$ cat src/hdl/fuse_consts.svh
`ifndef FUSE_CONSTS_SVH
`define FUSE_CONSTS_SVH

// Delivered contents of the fuse and lock bytes (0 = programmed)
`define LOW_FUSE_RST 8'h62
`define HIGH_FUSE_RST 8'hd9
`define EXT_FUSE_RST 8'hff
`define LOCK_RST 8'hff
`define ERASED_BYTE 8'hff
`define UNUSED_READ 8'h00

// Extended byte fields
`define EB_PWM_OVR 5
`define EB_LVL_A 4
`define EB_LVL_B 3

// High byte fields
`define HB_EXT_RST_DIS 7
`define HB_ONEWIRE_DBG 6
`define HB_SER_PROG 5
`define HB_WDOG_ON 4
`define HB_EE_KEEP 3
`define HB_BOOT_HI 2
`define HB_BOOT_LO 1
`define HB_RST_VEC 0

// Low byte fields
`define LB_DIV8 7
`define LB_CLK_OUT 6
`define LB_SUT_HI 5
`define LB_SUT_LO 4
`define LB_CKS_HI 3
`define LB_CKS_LO 0

// Lock byte: first memory lock bit
`define LK_FIRST 0

// Identification space addresses
`define ID_ADDR0 2'h0
`define ID_ADDR1 2'h1
`define ID_ADDR2 2'h2

`endif

$ cat src/hdl/fuse_pkg.sv
package fuse_pkg;

    // Address space selected by a read
    typedef enum logic [1:0] {
        SP_IDENT = 2'b00,
        SP_CALIB = 2'b01,
        SP_FUSE = 2'b10,
        SP_NONE = 2'b11
    } rd_space_t;

    // Byte selected by a fuse write or a fuse-space read
    typedef enum logic [1:0] {
        FS_LOW = 2'b00,
        FS_HIGH = 2'b01,
        FS_EXT = 2'b10,
        FS_LOCK = 2'b11
    } fuse_sel_t;

endpackage

$ cat src/hdl/fuse_config_and_signature.sv
// Functional notes
// - Override fuse unprogrammed: PWM outputs act as ordinary port pins.
// - Override fuse programmed: PWM outputs forced at reset to fuse levels.
// - Forced levels hold until first write of PWM output config register.
// - Side A outputs high if its level fuse is 0, else low.
// - Side B outputs high if its level fuse is 0, else low.
// - Fuse bits read 0 when programmed, 1 when unprogrammed.
// - High byte layout: reset disable, debug, serial, watchdog, EE, boot, vector.
// - Serial programming enable fuse cannot be changed over the serial path.
// - Delivered high byte: serial enable and boot size programmed, rest not.
// - Low byte layout: div8, clock out, start-up 5:4, source 3:0.
// - Delivered low byte: div8 programmed, 8 MHz RC, longest start-up.
// - Clock output fuse programmed routes system clock to port B bit 0.
// - Chip erase leaves every fuse bit unchanged.
// - Fuse changes refused while the first memory lock bit is programmed.
// - Fuses captured on programming entry; changes apply after leaving.
// - EEPROM preserve fuse takes effect as soon as programmed.
// - Fuses also captured at power-up in normal mode.
// - Three identification bytes at addresses 0 to 2, separate space.
// - Identification readable on both paths, even when locked.
// - Calibration byte stored in upper byte of identification address 0.
// - Every reset copies the calibration byte into the trim register.
`timescale 1ns/1ps
`include "fuse_consts.svh"

module fuse_config_and_signature
    import fuse_pkg::*;
#(
    parameter logic [7:0] ID_BYTE0 = 8'h5a, // Arbitrary identification value
    parameter logic [7:0] ID_BYTE1 = 8'h3c, // Arbitrary identification value
    parameter logic [7:0] ID_BYTE2 = 8'ha5, // Arbitrary identification value
    parameter logic [7:0] CAL_VALUE = 8'h80,
    parameter int PWM_CHANNELS = 3
) (
    input wire logic ref_clk_in,
    input wire logic rst_in,
    input wire logic dev_reset_in,
    input wire logic prog_mode_in,
    input wire logic prog_serial_in,
    input wire logic fuse_wr_in,
    input wire logic [1:0] fuse_sel_in,
    input wire logic [7:0] wdata_in,
    input wire logic lock_wr_in,
    input wire logic chip_erase_in,
    input wire logic rd_in,
    input wire logic [1:0] rd_space_in,
    input wire logic [1:0] rd_addr_in,
    input wire logic poc_wr_in,
    input wire logic [PWM_CHANNELS-1:0] port_a_in,
    input wire logic [PWM_CHANNELS-1:0] port_b_in,
    input wire logic trim_wr_in,
    input wire logic [7:0] trim_wdata_in,
    output logic [7:0] rd_data_out,
    output logic rd_valid_out,
    output logic wr_refused_out,
    output logic [PWM_CHANNELS-1:0] pwm_out_side_a_out,
    output logic [PWM_CHANNELS-1:0] pwm_out_side_b_out,
    output logic override_active_out,
    output logic [7:0] rc_osc_trim_out,
    output logic [7:0] fuse_low_out,
    output logic [7:0] fuse_high_out,
    output logic [7:0] fuse_ext_out,
    output logic eeprom_preserve_out,
    output logic portb0_clock_sel_out
);

    initial begin
        if (PWM_CHANNELS != 3) begin
            $error("PWM_CHANNELS: the override covers three per side");
        end
    end

    // Stored (non-volatile) bytes
    logic [7:0] nv_low;
    logic [7:0] nv_high;
    logic [7:0] nv_ext;
    logic [7:0] nv_lock;

    // Write decode
    logic fuse_unlocked;
    logic fuse_wr_ok;
    logic wr_low;
    logic wr_high;
    logic wr_ext;
    logic wr_lock;
    logic [7:0] high_wdata;
    logic [7:0] lock_wdata;
    logic prog_q_ff;
    logic prog_edge;
    logic force_now;
    logic nxt_ovr;
    logic [7:0] nxt_rd_data;

    // Fuse writes need programming mode and an unprogrammed lock bit
    assign fuse_unlocked = nv_lock[`LK_FIRST];
    assign fuse_wr_ok = prog_mode_in && fuse_wr_in && fuse_unlocked;
    assign wr_low = fuse_wr_ok && (fuse_sel_t'(fuse_sel_in) == FS_LOW);
    assign wr_high = fuse_wr_ok && (fuse_sel_t'(fuse_sel_in) == FS_HIGH);
    assign wr_ext = fuse_wr_ok && (fuse_sel_t'(fuse_sel_in) == FS_EXT);
    // Lock bits only go toward programmed; erase and power-up reset clear them
    assign wr_lock = prog_mode_in && lock_wr_in;
    assign lock_wdata = nv_lock & wdata_in;

    // Serial path keeps the serial-enable bit as it is
    always_comb begin
        high_wdata = wdata_in;
        if (prog_serial_in) begin
            high_wdata[`HB_SER_PROG] = nv_high[`HB_SER_PROG];
        end
    end

    // Fuse bytes: erase input tied off, chip erase never reaches them
    nv_byte_cell #(
        .WIDTH(8),
        .RST_VAL(`LOW_FUSE_RST)
    ) u_low (
        .ref_clk_in(ref_clk_in),
        .rst_in(rst_in),
        .wr_in(wr_low),
        .erase_in(1'b0),
        .wdata_in(wdata_in),
        .q_out(nv_low)
    );

    nv_byte_cell #(
        .WIDTH(8),
        .RST_VAL(`HIGH_FUSE_RST)
    ) u_high (
        .ref_clk_in(ref_clk_in),
        .rst_in(rst_in),
        .wr_in(wr_high),
        .erase_in(1'b0),
        .wdata_in(high_wdata),
        .q_out(nv_high)
    );

    nv_byte_cell #(
        .WIDTH(8),
        .RST_VAL(`EXT_FUSE_RST)
    ) u_ext (
        .ref_clk_in(ref_clk_in),
        .rst_in(rst_in),
        .wr_in(wr_ext),
        .erase_in(1'b0),
        .wdata_in(wdata_in),
        .q_out(nv_ext)
    );

    nv_byte_cell #(
        .WIDTH(8),
        .RST_VAL(`LOCK_RST)
    ) u_lock (
        .ref_clk_in(ref_clk_in),
        .rst_in(rst_in),
        .wr_in(wr_lock),
        .erase_in(prog_mode_in && chip_erase_in),
        .wdata_in(lock_wdata),
        .q_out(nv_lock)
    );

    // Programming mode edge; both entry and exit recapture the fuses
    assign prog_edge = prog_mode_in ^ prog_q_ff;

    always_ff @(posedge ref_clk_in or posedge rst_in) begin
        if (rst_in) begin
            prog_q_ff <= 1'b0;
        end else begin
            prog_q_ff <= prog_mode_in;
        end
    end

    // Latched copies; power-up loads the delivered values, as the cells do
    always_ff @(posedge ref_clk_in or posedge rst_in) begin
        if (rst_in) begin
            fuse_low_out <= `LOW_FUSE_RST;
            fuse_high_out <= `HIGH_FUSE_RST;
            fuse_ext_out <= `EXT_FUSE_RST;
        end else if (prog_edge) begin
            fuse_low_out <= nv_low;
            fuse_high_out <= nv_high;
            fuse_ext_out <= nv_ext;
        end
    end

    // Preserve fuse follows the stored bit, not the latched copy
    always_ff @(posedge ref_clk_in or posedge rst_in) begin
        if (rst_in) begin
            eeprom_preserve_out <= 1'b0;
        end else begin
            eeprom_preserve_out <= ~nv_high[`HB_EE_KEEP];
        end
    end

    // Clock-out select for port B bit 0, active when fuse reads 0
    always_ff @(posedge ref_clk_in or posedge rst_in) begin
        if (rst_in) begin
            portb0_clock_sel_out <= 1'b0;
        end else begin
            portb0_clock_sel_out <= ~fuse_low_out[`LB_CLK_OUT];
        end
    end

    // Override flag: armed by device reset, released by config write.
    // Reset takes priority so a write during reset cannot release it.
    always_comb begin
        nxt_ovr = override_active_out;
        if (dev_reset_in) begin
            nxt_ovr = ~fuse_ext_out[`EB_PWM_OVR];
        end else if (poc_wr_in) begin
            nxt_ovr = 1'b0;
        end
    end

    always_ff @(posedge ref_clk_in or posedge rst_in) begin
        if (rst_in) begin
            override_active_out <= 1'b0;
        end else begin
            override_active_out <= nxt_ovr;
        end
    end

    // Force while reset is held too, not only once the flag is set
    assign force_now = nxt_ovr;

    pwm_force_side #(
        .N(PWM_CHANNELS)
    ) u_side_a (
        .ref_clk_in(ref_clk_in),
        .rst_in(rst_in),
        .force_in(force_now),
        .level_fuse_in(fuse_ext_out[`EB_LVL_A]),
        .port_in(port_a_in),
        .pin_out(pwm_out_side_a_out)
    );

    pwm_force_side #(
        .N(PWM_CHANNELS)
    ) u_side_b (
        .ref_clk_in(ref_clk_in),
        .rst_in(rst_in),
        .force_in(force_now),
        .level_fuse_in(fuse_ext_out[`EB_LVL_B]),
        .port_in(port_b_in),
        .pin_out(pwm_out_side_b_out)
    );

    // Trim register: every reset reloads the calibration byte
    always_ff @(posedge ref_clk_in or posedge rst_in) begin
        if (rst_in) begin
            rc_osc_trim_out <= CAL_VALUE;
        end else if (dev_reset_in) begin
            rc_osc_trim_out <= CAL_VALUE;
        end else if (trim_wr_in) begin
            rc_osc_trim_out <= trim_wdata_in;
        end
    end

    // Read mux; no lock or path check, identity stays visible
    always_comb begin
        nxt_rd_data = `UNUSED_READ;
        case (rd_space_t'(rd_space_in))
            SP_IDENT: begin
                case (rd_addr_in)
                    `ID_ADDR0: nxt_rd_data = ID_BYTE0;
                    `ID_ADDR1: nxt_rd_data = ID_BYTE1;
                    `ID_ADDR2: nxt_rd_data = ID_BYTE2;
                    default: nxt_rd_data = `UNUSED_READ;
                endcase
            end
            SP_CALIB: begin
                if (rd_addr_in == `ID_ADDR0) begin
                    nxt_rd_data = CAL_VALUE;
                end
            end
            SP_FUSE: begin
                // Raw stored bits: 0 is programmed
                case (fuse_sel_t'(rd_addr_in))
                    FS_LOW: nxt_rd_data = nv_low;
                    FS_HIGH: nxt_rd_data = nv_high;
                    FS_EXT: nxt_rd_data = nv_ext;
                    FS_LOCK: nxt_rd_data = nv_lock;
                    default: nxt_rd_data = `UNUSED_READ;
                endcase
            end
            default: nxt_rd_data = `UNUSED_READ;
        endcase
    end

    // Read answer one cycle after the request
    always_ff @(posedge ref_clk_in or posedge rst_in) begin
        if (rst_in) begin
            rd_data_out <= `UNUSED_READ;
            rd_valid_out <= 1'b0;
        end else begin
            rd_valid_out <= rd_in;
            if (rd_in) begin
                rd_data_out <= nxt_rd_data;
            end
        end
    end

    // Refused fuse write flagged for one cycle
    always_ff @(posedge ref_clk_in or posedge rst_in) begin
        if (rst_in) begin
            wr_refused_out <= 1'b0;
        end else begin
            wr_refused_out <= prog_mode_in && fuse_wr_in
                && !fuse_unlocked;
        end
    end

    // Checks

    ovr_release_a: assert property (@(posedge ref_clk_in) disable iff (rst_in)
        poc_wr_in && !dev_reset_in |=> !override_active_out)
        else $error("override not released by config write");

    ovr_hold_a: assert property (@(posedge ref_clk_in) disable iff (rst_in)
        override_active_out && !poc_wr_in && !dev_reset_in
        |=> override_active_out)
        else $error("override dropped without config write");

    ovr_arm_a: assert property (@(posedge ref_clk_in) disable iff (rst_in)
        dev_reset_in |=> override_active_out
            == !$past(fuse_ext_out[`EB_PWM_OVR]))
        else $error("override arm does not follow fuse");

    port_pass_a: assert property (@(posedge ref_clk_in) disable iff (rst_in)
        !rst_in && !override_active_out && !dev_reset_in
        |=> pwm_out_side_b_out == $past(port_b_in))
        else $error("port value not passed through");

    side_b_lvl_a: assert property (@(posedge ref_clk_in) disable iff (rst_in)
        override_active_out && !poc_wr_in && !dev_reset_in
        |=> pwm_out_side_b_out
            == {PWM_CHANNELS{~fuse_ext_out[`EB_LVL_B]}})
        else $error("side b forced level wrong");

    lock_refuse_a: assert property (@(posedge ref_clk_in) disable iff (rst_in)
        !nv_lock[`LK_FIRST] |=> $stable(nv_low) && $stable(nv_high)
            && $stable(nv_ext))
        else $error("fuse changed while locked");

    serial_keep_a: assert property (@(posedge ref_clk_in) disable iff (rst_in)
        prog_serial_in |=> $stable(nv_high[`HB_SER_PROG]))
        else $error("serial path altered serial enable");

    latch_hold_a: assert property (@(posedge ref_clk_in) disable iff (rst_in)
        prog_mode_in && prog_q_ff ##1 prog_mode_in
        |-> $stable(fuse_high_out) && $stable(fuse_low_out))
        else $error("latched fuses moved inside programming");

    ee_now_a: assert property (@(posedge ref_clk_in) disable iff (rst_in)
        wr_high |=> ##1 eeprom_preserve_out
            == !$past(high_wdata[`HB_EE_KEEP], 2))
        else $error("preserve fuse not applied at once");

    trim_copy_a: assert property (@(posedge ref_clk_in) disable iff (rst_in)
        dev_reset_in |=> rc_osc_trim_out == CAL_VALUE)
        else $error("trim not reloaded on reset");

    id_read_a: assert property (@(posedge ref_clk_in) disable iff (rst_in)
        rd_in && rd_space_in == SP_IDENT && rd_addr_in == `ID_ADDR1
        |=> rd_valid_out && rd_data_out == ID_BYTE1)
        else $error("identification byte read wrong");

endmodule // fuse_config_and_signature

$ cat src/hdl/nv_byte_cell.sv
`timescale 1ns/1ps
`include "fuse_consts.svh"

// One non-volatile byte; the caller decides what a write stores
module nv_byte_cell #(
    parameter int WIDTH = 8,
    parameter logic [WIDTH-1:0] RST_VAL = '1
) (
    input wire logic ref_clk_in,
    input wire logic rst_in,
    input wire logic wr_in,
    input wire logic erase_in,
    input wire logic [WIDTH-1:0] wdata_in,
    output logic [WIDTH-1:0] q_out
);

    initial begin
        if (WIDTH < 1) $error("nv_byte_cell: WIDTH must be positive");
    end

    // Erase wins over write: it returns every bit to unprogrammed
    always_ff @(posedge ref_clk_in or posedge rst_in) begin
        if (rst_in) begin
            q_out <= RST_VAL;
        end else if (erase_in) begin
            q_out <= '1;
        end else if (wr_in) begin
            q_out <= wdata_in;
        end
    end

    cell_hold_a: assert property (@(posedge ref_clk_in) disable iff (rst_in)
        !wr_in && !erase_in |=> $stable(q_out))
        else $error("cell changed without write or erase");

endmodule // nv_byte_cell

$ cat src/hdl/pwm_force_side.sv
`timescale 1ns/1ps

// Drives one side of the power-stage outputs: forced level or port value
module pwm_force_side #(
    parameter int N = 3
) (
    input wire logic ref_clk_in,
    input wire logic rst_in,
    input wire logic force_in,
    input wire logic level_fuse_in,
    input wire logic [N-1:0] port_in,
    output logic [N-1:0] pin_out
);

    initial begin
        if (N < 1) $error("pwm_force_side: N must be positive");
    end

    // Programmed level fuse (0) means high; async reset is a safe low
    always_ff @(posedge ref_clk_in or posedge rst_in) begin
        if (rst_in) begin
            pin_out <= '0;
        end else if (force_in) begin
            pin_out <= {N{~level_fuse_in}};
        end else begin
            pin_out <= port_in;
        end
    end

    side_level_a: assert property (@(posedge ref_clk_in) disable iff (rst_in)
        force_in |=> pin_out == {N{~$past(level_fuse_in)}})
        else $error("forced side level wrong");

endmodule // pwm_force_side

$ cat config.mk
export PLATFORM = sky130hd
export DESIGN_NAME = fuse_config_and_signature
export DESIGN_NICKNAME = d
export VERILOG_FILES = /design/src/hdl/fuse_pkg.sv /design/src/hdl/fuse_config_and_signature.sv /design/src/hdl/nv_byte_cell.sv /design/src/hdl/pwm_force_side.sv
export VERILOG_INCLUDE_DIRS = /design/src /design/src/hdl
export SDC_FILE = /design/constraint.sdc
export NUM_CORES = 1
export LEC_CHECK = 0
export ABC_AREA = 0
export BUFFER_PORTS_ARGS = -buffer_cell sky130_fd_sc_hd__buf_2
export CAP_MARGIN = 30
export CORE_MARGIN = 2
export CORE_UTILIZATION = 26
export DETAILED_ROUTE_END_ITERATION = 10
export GPL_TIMING_DRIVEN = 1
export SETUP_SLACK_MARGIN = 0.05
export SYNTH_ARGS = -nofsm -noshare
export SYNTH_HDL_FRONTEND = slang
export SYNTH_SLANG_ARGS = --single-unit
export TNS_END_PERCENT = 20
$ cat constraint.sdc
create_clock -name ref_clk_in -period 6.9 [get_ports ref_clk_in]
set_input_delay 0.345 -clock ref_clk_in [delete_from_list [all_inputs] [get_ports ref_clk_in]]
set_output_delay 0.345 -clock ref_clk_in [all_outputs]
set_load 0.03 [all_outputs]
# [Yosys cells after proc, flatten, opt, wreduce, memory -nomap -nowiden]
# Cells that the tools add are included.
[totals] wordCells=60 out_inout_bits=51 register_bits=84
[op_classes] n_bitwise=8 n_reduce_logical=15 mux=12 n_eq_ne=7
[op_table] cell="$pmux 8 s3" n=2
[op_table] cell="$mux 8" n=5
[op_table] cell="$pmux 8 s4" n=1
[op_table] cell="$and 8x8->8" n=1
[op_table] cell="$eq 2x2->1 const B" n=4
[op_table] cell="$logic_and 1x1->1" n=8
[op_table] cell="$eq 2x1->1 const B" n=3
[op_table] cell="$logic_not 2->1" n=3
[op_table] cell="$mux 3" n=2
[op_table] cell="$not 1->1" n=6
[op_table] cell="$reduce_bool 2->1" n=2
[op_table] cell="$mux 1" n=2
[op_table] cell="$reduce_and 2->1" n=1
[op_table] cell="$logic_not 1->1" n=1
[op_table] cell="$xor 1x1->1" n=1

# [Longest topological paths before layout]
# Gate-level depths: netlist of run 1.
[logic_depth] word_depth=4 mapped_depth=6 ltp_nobuf=5

# [Modules after synthesis]
# Synthesis of run 1 repeated with hierarchy kept, for this count alone.
[unflattened] hier_cells=315 area_unflattened_um2=3836.2
[by_module_without_submodules] module="fuse_config_and_signature" instances=1 area_per_inst_um2=2197.1 seq_area_each_um2=1172.4 cells_each=185
[by_module_without_submodules] module="nv_byte_cell (u_ext ...)" instances=2 area_per_inst_um2=356.6 seq_area_each_um2=210.2 cells_each=27
[by_module_without_submodules] module="nv_byte_cell (u_high)" instances=1 area_per_inst_um2=352.8 seq_area_each_um2=206.4 cells_each=27
[by_module_without_submodules] module="nv_byte_cell (u_low)" instances=1 area_per_inst_um2=350.3 seq_area_each_um2=203.9 cells_each=27
[by_module_without_submodules] module="pwm_force_side" instances=2 area_per_inst_um2=111.4 seq_area_each_um2=75.1 cells_each=11

# [Worst setup path before layout of run 1]
# OpenSTA, ideal clock, no wires.
[synth_timing] kind="register -> register" startpoint="reg u_lock.q_out[0]" endpoint="reg u_high.q_out[1]" setup_ns=0.125 slack_ns=5.370 t_arrival_ns=1.405 stages_incl_launch_ff=4 path_buffers=0 synth_period_minus_slack_ns=1.530 path_cell_list="dfstp_2 > nand3_2 > nor3b_2 > mux2_2"
[synth_via] elab_chain_cells=2
[synth_lines] item="from (decl)" line_no="nv_byte_cell.sv:14" text="output logic [WIDTH-1:0] q_out"
[synth_lines] item="from (signal assigned)" line_no="nv_byte_cell.sv:28" text="q_out <= wdata_in;"
[synth_lines] item="$logic_and 1x1->1" line_no="fuse_config_and_signature.sv:96" text="assign fuse_wr_ok = prog_mode_in && fuse_wr_in && fuse_unlocked;"
[synth_lines] item="$logic_and 1x1->1" line_no="fuse_config_and_signature.sv:98" text="assign wr_high = fuse_wr_ok && (fuse_sel_t'(fuse_sel_in) == FS_HIGH);"
[synth_lines] item="to (signal assigned)" line_no="nv_byte_cell.sv:28"
[synth_lines] item="to (decl)" line_no="nv_byte_cell.sv:14"
# Every way passes these cells.
# A chain may end at the register's enable or synchronous reset.

# [Final worst setup path of run 1]
# Ends and elaborated chain as after synthesis.

==> flow_summary.yaml, run 1 <==
outcome:
  run_status: "finished, final reports clean"
floorplanning:
  placement_rows: 42
  die-area_sq_um: 14700
  num_io_pins: 90
  floorplan.core_area_sq_um: 13350
  die-width_um: 121.3
  floorplan.initialDensity_pct: 26.78
  chipHeight_um: 121.3
synth:
  synthMostInstantiatedCell: "sky130_fd_sc_hd__dfrtp_1"
  xor_xnor_cell_area_share_of_the_yosys_netlist_pct: 0.4550
  ys_async_sr_fraction_pct: 100.0
  synthesis.area_sq_um: 3575
  netlist-cell-type-count: 33
  post_synth_mux_area_share_pct: 18.20
  synthesis.yosys.warnings: 0
  synth_simple_gate_area_share_pct: 7.350
  netlist_top_cells_area: "sky130_fd_sc_hd__dfstp_2 30%, sky130_fd_sc_hd__dfrtp_1 30%, sky130_fd_sc_hd__mux2_2 12%"
  synthesis.area_per_instance_sq_um: 13.19
  synthCells: 271
  yosysSeqAreaShare_pct: 60.24
  synth_largest_area_cell: "sky130_fd_sc_hd__dfstp_2"
  netlist.area_leader.share_pct: 30.14
  ys_ff_latch: 84
  synth_edf_count: 0
  yosys_most_used_dff: "sky130_fd_sc_hd__dfrtp_1"
  synthesized_nets: 315
  synth_compound_gate_area_share_pct: 8.855
  most_common_library_cells_after_synthesis: "43 x sky130_fd_sc_hd__dfrtp_1, 41 x sky130_fd_sc_hd__dfstp_2, 37 x sky130_fd_sc_hd__mux2_2"
  combinational_family_with_the_most_area_after_synthesis: "multiplexers"
  synth-adder-area-share_pct: 1.750
power_and_ir_drop:
  p_leak_nw: 2.111
  totalPowerFinal_mw: 1.718
  power.ir.vdd_worst_uv: 149.6
  power_density_nw_per_um2: 376.3
worst_setup_path:
  cp.required_ns: 7.11
  critPathMaxFanout: 7
  worstSetupEndpointType: "register"
  start_kind: "register"
  crit_type: "register to register"
  critPathArrivalTime_ns: 2.11
timing:
  finalSetupTns_ns: 0
  finalSetupViolCount: 0
  final.setup_skew_ns: 0.007154
  final_period_minus_worst_setup_slack_ns: 1.896
  maxSlewHeadroom_pct: 43.15
  period_share_pct: 27.48
  finalHoldWorstSlack_ns: 0.02597
  grt_setup_unrepaired: "false"
  slew_viol_final: 0
  finalHoldViolCount: 0
  worst_pin_slew_ns: 0.8481
  timing.fmax_ghz: 0.5275
grt:
  grt_start_max_net_pins: 69
  wire_length_of_the_first_global_routing_pass_um: 13440
  first_global_vias: 2502
  grt_use_total_pct: 11.98
  grt_antenna_before_repair: 0
  grt_remaining_overflow: 0
clocking:
  number_of_buffers_created_by_cts: 9
  clock_latency_ns: 0.33
  hold_fix_buffers_at_cts: 0
  cts_max_path_buffers: 2
  tritoncts_num_sinks: 84
  clk_pin_slew_ns: 0.06
  clock_tree.htree_level_count: 3
  cts-resized-gates: 0
  ctsRootBufferMaster: "sky130_fd_sc_hd__clkbuf_16"
  tritoncts: "yes"
  postCtsSetupRepairBufs: 0
route:
  dr.pass1.iters: 4
  drt-vias-per-instance: 4.411
  drt-initial-drc-count: 116
  drt-wirelength-per-cell_um: 15.57
  drcViolationCount: 0
  remaining_antenna_violation_count: 0
  postRouteWirelength_um: 8438
  detailroute.via_count: 2391
placement:
  globalplace.congestion: 0.7699
  io_buffers: 89
  post-place-cells: 526
  dp_hpwl_um: 6132
layout:
  areaGrowthSynthToFinish_pct: 27.69
  finalCoreUtilization_pct: 34.20
  multiInputGateArea_sq_um: 1309
  ff_latch_area_sq_um: 2153
  fillerInstances: 1347
  final_nets: 405
  post_layout_nonfiller_instances: 542
  share_of_layout_cells_above_drive_strength_1_pct: 52.19
  diodes: 0
worst_hold_path:
  hold_path_class: "input port to async pin"
job:
  cap_violations: 0
-- layer usage --
| layer | routed length [um] | GRT usage, % |
|---|---|---|
| met1 | 3779 | 16.00 |
| met2 | 4007 | 19.10 |
| met3 | 544 | 2.820 |
| met4 | 107 | 4.095 |
| met5 | 0 | 0 |
-- logic make-up (layout without fill, tap and decap cells) --
group,after synthesis,after routing
AOI/OAI and AO/OA,45,45
adders and majority gates,5,5
DFF,84,84
buffers and inverters,27,122
and+or+nand+nor,50,50
xor gates and xnor gates,1,1
muxes,59,59
-- sequential cells by signal, indices dropped and copies added (netlist names) --
name	flops
fuse_high_out	8
rd_valid_out	1
u_side_a.pin_out	3
rc_osc_trim_out	8
prog_q_ff	1
u_low.q_out	8
fuse_ext_out	8
override_active_out	1
u_ext.q_out	8
eeprom_preserve_out	1
u_high.q_out	8
u_lock.q_out	8
portb0_clock_sel_out	1
u_side_b.pin_out	3
wr_refused_out	1
rd_data_out	8
fuse_low_out	8
-- final timing paths --
kind / depth (start not counted) / from / to / slack (ns)
min: 3 / rst_in / portb0_clock_sel_out / 0.03
max in group asynchronous: 4 / rst_in / fuse_ext_out[1] / 6.23
max: 3 / u_lock.q_out[0] / u_high.q_out[1] / 5.00
max reg2reg: 3 / u_lock.q_out[0] / u_high.q_out[1] / 5.00
min reg2reg: 1 / fuse_low_out[6] / portb0_clock_sel_out / 0.44
min in group ref_clk_in: 1 / prog_mode_in / prog_q_ff / 0.21
-- report_power, final --
part	switching, mW	internal, mW
clock network	0.196	0.355
registers	0.0753	0.661
logic	0.272	0.159
total	0.543	1.17
-- layout by cell type (no fill, tap or decap), drive strengths merged, types with 5 or more instances in the layout --
master	synthesis	layout
ha	5	5
dfstp	41	41
mux2	45	45
inv	14	14
nor2b	12	12
mux2i	14	14
dfrtp	43	43
a211oi	6	6
clkbuf	8	10
nand2	14	14
o21ai	11	11
nor2	15	15
buf	5	92
-- per-stage QoR --
stage / setup WS, ns / instance area [sq um]
4_1_cts: 4.972 / 4564
5_1_grt: 4.881 / 4564
6_report: 5.004 / 4564
3_3_place_gp: 4.926 / 4197
2_1_floorplan: 4.458 / 3575
3_5_place_dp: 4.874 / 4224
-- area by class of cell --
class | count | area share (%)
sequential | 84 | 47.18
clock buffer | 10 | 5.016
tap | 176 | 4.825
multi-input combinational | 160 | 28.67
inverter | 14 | 1.179
clock inverter | 6 | 2.440
timing repair buffer | 92 | 10.69
-- critical path, cell delays in order (launching register included) --
cell	delay, ns
sky130_fd_sc_hd__dfstp_2	0.57
sky130_fd_sc_hd__nand3_2	0.12
sky130_fd_sc_hd__nor3b_2	0.68
sky130_fd_sc_hd__mux2_2	0.41
Note: power is estimated with default switching activity, not from simulation.
==> run 2: changes to the inputs <==
--- a/config.mk
+++ b/config.mk
@@ -6,7 +6,7 @@
 export SDC_FILE = /design/constraint.sdc
 export NUM_CORES = 1
 export LEC_CHECK = 0
-export ABC_AREA = 0
+export ABC_AREA = 1
 export BUFFER_PORTS_ARGS = -buffer_cell sky130_fd_sc_hd__buf_2
 export CAP_MARGIN = 30
 export CORE_MARGIN = 2
==> constraint.sdc (replaced) <==
create_clock -name ref_clk_in -period 1.6 [get_ports ref_clk_in]
set_input_delay 0.08 -clock ref_clk_in [delete_from_list [all_inputs] [get_ports ref_clk_in]]
set_output_delay 0.08 -clock ref_clk_in [all_outputs]
set_load 0.03 [all_outputs]
==> run 2 against run 1 <==
Against the previous run:
- non-clock buffer count increased by 28
- register-to-register slack worse by 4.7 ns
- synthesized cell count rose by 45%
- power increased to 4.0 times the previous value
- sequential share of layout area is 2.5 points lower
- clock skew grew 0.00060 ns
- design area grew 5.6%
==> flow_summary.yaml, run 2 <==
outcome:
  run_status: "finished, final reports clean"
timing:
  grt_setup_unrepaired: "false"
  final_period_minus_worst_setup_slack_ns: 1.328
  worst_pin_slew_ns: 0.4742
  finalHoldViolCount: 0
  finalSetupTns_ns: 0
  worst_path_setup_slack_after_routing_ns: 0.2720
  maxSlewHeadroom_pct: 68.27
  final.setup_skew_ns: 0.007753
  timing.fmax_ghz: 0.7530
  finalSetupViolCount: 0
  period_share_pct: 83.00
  slew_viol_final: 0
synth:
  synth_edf_count: 0
  netlist_top_cells_area: "sky130_fd_sc_hd__dfstp_2 30%, sky130_fd_sc_hd__dfrtp_1 30%, sky130_fd_sc_hd__nand2_1 10%"
  yosys_most_used_dff: "sky130_fd_sc_hd__dfrtp_1"
  post_synth_mux_area_share_pct: 0
  synthesis.area_sq_um: 3611
  ys_ff_latch: 84
  netlist-cell-type-count: 23
  combinational_family_with_the_most_area_after_synthesis: "simple AND/OR/NAND/NOR gates"
  synth_compound_gate_area_share_pct: 14.10
  xor_xnor_cell_area_share_of_the_yosys_netlist_pct: 0.2426
  synthesis.area_per_instance_sq_um: 9.165
  netlist.area_leader.share_pct: 29.83
  synthMostInstantiatedCell: "sky130_fd_sc_hd__nand2_1"
  synth_largest_area_cell: "sky130_fd_sc_hd__dfstp_2"
  synthCells: 394
  synth_simple_gate_area_share_pct: 16.46
  synthesized_nets: 438
  synth-adder-area-share_pct: 1.733
  most_common_library_cells_after_synthesis: "99 x sky130_fd_sc_hd__nand2_1, 49 x sky130_fd_sc_hd__inv_1, 43 x sky130_fd_sc_hd__dfrtp_1"
  yosysSeqAreaShare_pct: 59.63
  ys_async_sr_fraction_pct: 100.0
  synthesis.yosys.warnings: 0
grt:
  wire_length_of_the_first_global_routing_pass_um: 14700
  first_global_vias: 2875
  grt_antenna_before_repair: 0
  grt_start_max_net_pins: 85
  grt_use_total_pct: 13.08
  grt_remaining_overflow: 0
worst_setup_path:
  r2r_slack_ns: 0.27
  worstSetupEndpointType: "register"
  worst-path-buf-inv: 1
  start_kind: "register"
  worstPathCellList: "nand3_2 > nor3_4 > buf_4 > nor2_1 > a21oi_1"
  cpLargestDelayFamily: "flip-flops"
  critical_path.max_stage_delay_ns: 0.56
  crit_type: "register to register"
  worstSetupPathDepth: 5
  depth_of_the_most_critical_reg_to_reg_path: 5
  critPathMaxFanout: 16
  cp.required_ns: 1.86
  critPathArrivalTime_ns: 1.59
  slowest_stage: "sky130_fd_sc_hd__dfstp_2"
placement:
  post-place-ws_ns: 0.2896
  post_dp_cell_area_sq_um: 4294
  dp_hpwl_um: 6674
  post-place-cells: 656
  globalplace.congestion: 0.8456
  io_buffers: 89
floorplanning:
  chipHeight_um: 121.9
  placement_rows: 43
  num_io_pins: 90
  floorplan.core_area_sq_um: 13720
  die-area_sq_um: 14850
  die-width_um: 121.9
  floorplan.initialDensity_pct: 26.32
power_and_ir_drop:
  power_density_nw_per_um2: 1412
  p_leak_nw: 2.397
  power.ir.vdd_worst_uv: 565.3
layout:
  share_of_layout_cells_above_drive_strength_1_pct: 32.62
  final_nets: 554
  fillerInstances: 1435
  areaGrowthSynthToFinish_pct: 33.47
  most_used_cells_in_the_layout_excluding_fill_and_tap_cells: "99 x sky130_fd_sc_hd__nand2_1, 89 x sky130_fd_sc_hd__buf_2, 48 x sky130_fd_sc_hd__inv_1"
  fin_area_sq_um: 4820
  layout_commonest_cell: "sky130_fd_sc_hd__nand2_1"
  diodes: 0
  post_layout_nonfiller_instances: 695
worst_hold_path:
  timing.hold.worst_path_depth: 3
  hold_path_class: "input port to register"
clocking:
  ctsRootBufferMaster: "sky130_fd_sc_hd__clkbuf_16"
  clock_tree.htree_level_count: 3
  cts-resized-gates: 0
  clock_latency_ns: 0.34
  cts_max_path_buffers: 2
  number_of_buffers_created_by_cts: 9
  tritoncts_num_sinks: 84
  clk_pin_slew_ns: 0.06
  tritoncts: "yes"
  postCtsSetupRepairBufs: 0
route:
  remaining_antenna_violation_count: 0
  detailroute.via_count: 2978
  dr.pass1.iters: 4
  postRouteWirelength_um: 9383
  drt-vias-per-instance: 4.285
  drt-initial-drc-count: 202
  drt-wirelength-per-cell_um: 13.50
  drcViolationCount: 0
job:
  cap_violations: 0
==> run 2: cell types whose count changed after synthesis, sizes merged, moves of 14 or more <==
cell	before	now
a21oi	4	33
nand2	14	99
o21ai	11	49
nor2	15	43
mux2i	14	0
mux2	45	0
inv	14	49
==> run 2: layout make-up <==
class / instances / area (sq um) / area share [%]
sequential: 84 / 2153 / 44.68
multi-input combinational: 245 / 1194 / 24.77
timing repair buffer: 120 / 760.7 / 15.78
clock buffer: 11 / 242.7 / 5.036
tap: 180 / 225.2 / 4.673
inverter: 50 / 191.4 / 3.972
clock inverter: 5 / 52.55 / 1.090
==> run 2: worst min-delay path: cells and delay by family <==
family	cells	cell delay, ns
buf+inv	2	0.14
compound gates	1	0.08
==> run 2: worst paths after layout <==
check,start,endpoint
max in group asynchronous,rst_in,u_low.q_out[6]
min,port_a_in[1],u_side_a.pin_out[1]
max,u_lock.q_out[0],u_ext.q_out[3]
min reg2reg,fuse_low_out[6],portb0_clock_sel_out
max reg2reg,u_lock.q_out[0],u_ext.q_out[3]
min in group asynchronous,rst_in,u_side_a.pin_out[1]
==> run 2: cell families after synthesis <==
family / count (synthesis)
buffers and inverters: 65
XOR/XNOR: 1
AND/OR/NAND/NOR: 150
adder cells (fa/ha/maj): 5
flip-flops: 84
AO/OA/AOI/OAI: 89
==> run 2: power by group <==
group / switching (mW) / internal (mW) / total [mW]
combinational: 1.14 / 0.531 / 1.67
clock: 0.829 / 1.24 / 2.07
sequential: 0.318 / 2.75 / 3.06
total: 2.29 / 4.52 / 6.80
==> run 2: routing by layer <==
layer | GRT usage (%) | vias to the layer above | wire [um]
li1 | - | 1475 | -
met1 | 16.43 | 1385 | 4231
met2 | 21.44 | 105 | 4431
met3 | 3.043 | 13 | 537
met4 | 5.891 | 0 | 182
met5 | 0 | - | 0
==> run 2: stage by stage <==
step | hold WS [ns] | power [mW] | utilization, %
2_1_floorplan | 0.1114 | 4.143 | -
3_3_place_gp | 0.2456 | 4.712 | 31.30
3_5_place_dp | 0.2501 | 4.739 | 31.30
4_1_cts | 0.0008697 | 6.900 | 35.13
5_1_grt | 0.01626 | 7.189 | 35.13
6_report | 0.006086 | 6.805 | 35.13
==> run 2: timing repair <==
item                       CTS  global route
hold endpoints to repair    64             0
setup endpoints to repair    0             0
hold buffers                23             0
==> run 3: changes to the inputs <==
--- a/config.mk
+++ b/config.mk
@@ -6,7 +6,7 @@
 export SDC_FILE = /design/constraint.sdc
 export NUM_CORES = 1
 export LEC_CHECK = 0
-export ABC_AREA = 1
+export ABC_AREA = 0
 export BUFFER_PORTS_ARGS = -buffer_cell sky130_fd_sc_hd__buf_2
 export CAP_MARGIN = 30
 export CORE_MARGIN = 2
==> constraint.sdc (replaced) <==
create_clock -name ref_clk_in -period 1.18 [get_ports ref_clk_in]
set_input_delay 0.059 -clock ref_clk_in [delete_from_list [all_inputs] [get_ports ref_clk_in]]
set_output_delay 0.059 -clock ref_clk_in [all_outputs]
set_load 0.03 [all_outputs]
==> run 3 against run 2 <==
Against the previous run:
- the flow now finishes with violations (negative setup slack)
- cell count decreased by 16%
- register-to-register slack got worse by 0.62 ns
- first-iteration DRC count decreased by 56%
- critical path depth decreased by 2
- clock power increased by 32%
- count of clock-buffer cells in the layout increased by 2
- sequential share of layout area decreased by 2.6 points
- largest power group unchanged
==> flow_summary.yaml, run 3 (synthesized netlist as in run 1, its figures left out) <==
layout:
  fillerInstances: 1329
  areaGrowthSynthToFinish_pct: 43.16
  post_layout_nonfiller_instances: 586
  ff_latch_area_sq_um: 2153
  layout_commonest_cell: "sky130_fd_sc_hd__buf_2"
  diodes: 0
  share_of_layout_cells_above_drive_strength_1_pct: 56.10
  most_used_cells_in_the_layout_excluding_fill_and_tap_cells: "73 x sky130_fd_sc_hd__buf_2, 43 x sky130_fd_sc_hd__dfrtp_1, 41 x sky130_fd_sc_hd__dfstp_2"
  final_nets: 449
  fin_area_sq_um: 5117
  multiInputGateArea_sq_um: 1451
timing:
  slew_viol_final: 0
  finalSetupViolCount: 45
  finalHoldWorstSlack_ns: 0.01754
  final_period_minus_worst_setup_slack_ns: 1.526
  grt_setup_unrepaired: "true"
  period_share_pct: 129.3
  worst_pin_slew_ns: 0.4404
  worst_path_setup_slack_after_routing_ns: -0.3455
  finalHoldViolCount: 0
  timing.fmax_ghz: 0.6555
  maxSlewHeadroom_pct: 70.64
  final.setup_skew_ns: 0.006661
worst_hold_path:
  hold_path_class: "input port to register"
floorplanning:
  num_io_pins: 90
  placement_rows: 42
  floorplan.core_area_sq_um: 13350
  die-area_sq_um: 14700
  chipHeight_um: 121.3
  floorplan.initialDensity_pct: 26.78
  die-width_um: 121.3
worst_setup_path:
  critical_path.max_stage_delay_ns: 0.55
  worstPathCellList: "nand3_4 > or3b_4 > mux2_1"
  critPathArrivalTime_ns: 1.79
  cp.required_ns: 1.45
  worstSetupEndpointType: "register"
  critPathMaxFanout: 8
  crit_type: "register to register"
  start_kind: "register"
  slowest_stage: "sky130_fd_sc_hd__dfstp_2"
clocking:
  clock_tree.htree_level_count: 3
  number_of_buffers_created_by_cts: 9
  tritoncts_num_sinks: 84
  ctsRootBufferMaster: "sky130_fd_sc_hd__clkbuf_16"
  clk_pin_slew_ns: 0.06
  tritoncts: "yes"
  cts_max_path_buffers: 2
  clock_latency_ns: 0.34
route:
  drt-wirelength-per-cell_um: 15.99
  remaining_antenna_violation_count: 0
  detailroute.via_count: 2649
  postRouteWirelength_um: 9368
  drt-initial-drc-count: 88
  drcViolationCount: 0
  drt-vias-per-instance: 4.520
  dr.pass1.iters: 4
grt:
  grt_remaining_overflow: 0
  grt_antenna_before_repair: 0
  wire_length_of_the_first_global_routing_pass_um: 14520
  first_global_vias: 2695
  grt_start_max_net_pins: 32
  grt_use_total_pct: 13.09
placement:
  post-place-cells: 551
  io_buffers: 89
  globalplace.congestion: 0.7981
  post_dp_cell_area_sq_um: 4432
  dp_hpwl_um: 6481
power_and_ir_drop:
  power_density_nw_per_um2: 1977
  power.ir.vdd_worst_uv: 679.8
  p_leak_nw: 2.405
outcome:
  run_status: "finished with violations"
  failed_checks: "negative setup slack"
job:
  cap_violations: 0
## run 3: stage by stage
stage                     power (mW)  setup slack (ns)  TNS [ns]  util (%)
after detailed placement       7.058           -0.4473    -11.85     33.20
after floorplan                6.088           -0.3497    -11.33         -
after global placement         6.986           -0.3974    -10.20     33.20
final                          10.12           -0.3455    -8.474     38.34
after global routing           10.64           -0.4130    -11.22     38.34
after CTS                      10.10           -0.3612    -9.279     37.70
## run 3: worst max-delay path, delay by kind of cell (launching register included)
kind	cells	cell delay, ns
and+or+nand+nor	2	0.55
muxes	1	0.34
DFF	1	0.55
## run 3: repair_timing
action,CTS,global route
endpoints found under the hold margin,24,0
setup endpoints to repair,66,66
gates resized for setup,32,26
hold buffers,19,0
cloned,0,0
pin swaps,3,4
setup buffers,0,0
## run 3: final cells by class
class	count	area share, %
clock buffers	13	5.281
clock inverters	3	0.3912
inverters	14	1.100
multi-input cells	160	28.36
flip-flops and latches	84	42.08
well taps	176	4.303
repair buffers	136	18.48
## run 3: path summary, 6_finish.rpt
kind,from,cells after the start,endpoint,slack [ns]
worst min register to register,fuse_low_out[6],1,portb0_clock_sel_out,0.45
worst max-delay path,u_lock.q_out[0],3,u_ext.q_out[7],-0.35
min in group asynchronous,rst_in,3,fuse_high_out[5],0.26
worst max register to register,u_lock.q_out[0],3,u_ext.q_out[7],-0.35
worst min-delay path,wdata_in[6],2,u_ext.q_out[6],0.02
max in group asynchronous,rst_in,4,u_lock.q_out[5],0.33
## run 3: routing by layer
metal / vias up / track usage, % / share of wire [%]
met5: - / 0 / 0
met4: 0 / 5.460 / 1.9
met3: 15 / 3.242 / 5.4
met2: 76 / 20.40 / 47
met1: 1337 / 17.36 / 46
li1: 1221 / - / -
## run 3: report_power, final
group	total [mW]	switching (mW)	leakage, nW	internal (mW)
clock	2.74	1.14	0.138	1.60
sequential	4.34	0.474	0.964	3.87
combinational	3.04	1.69	1.30	1.35
total	10.1	3.30	2.40	6.81
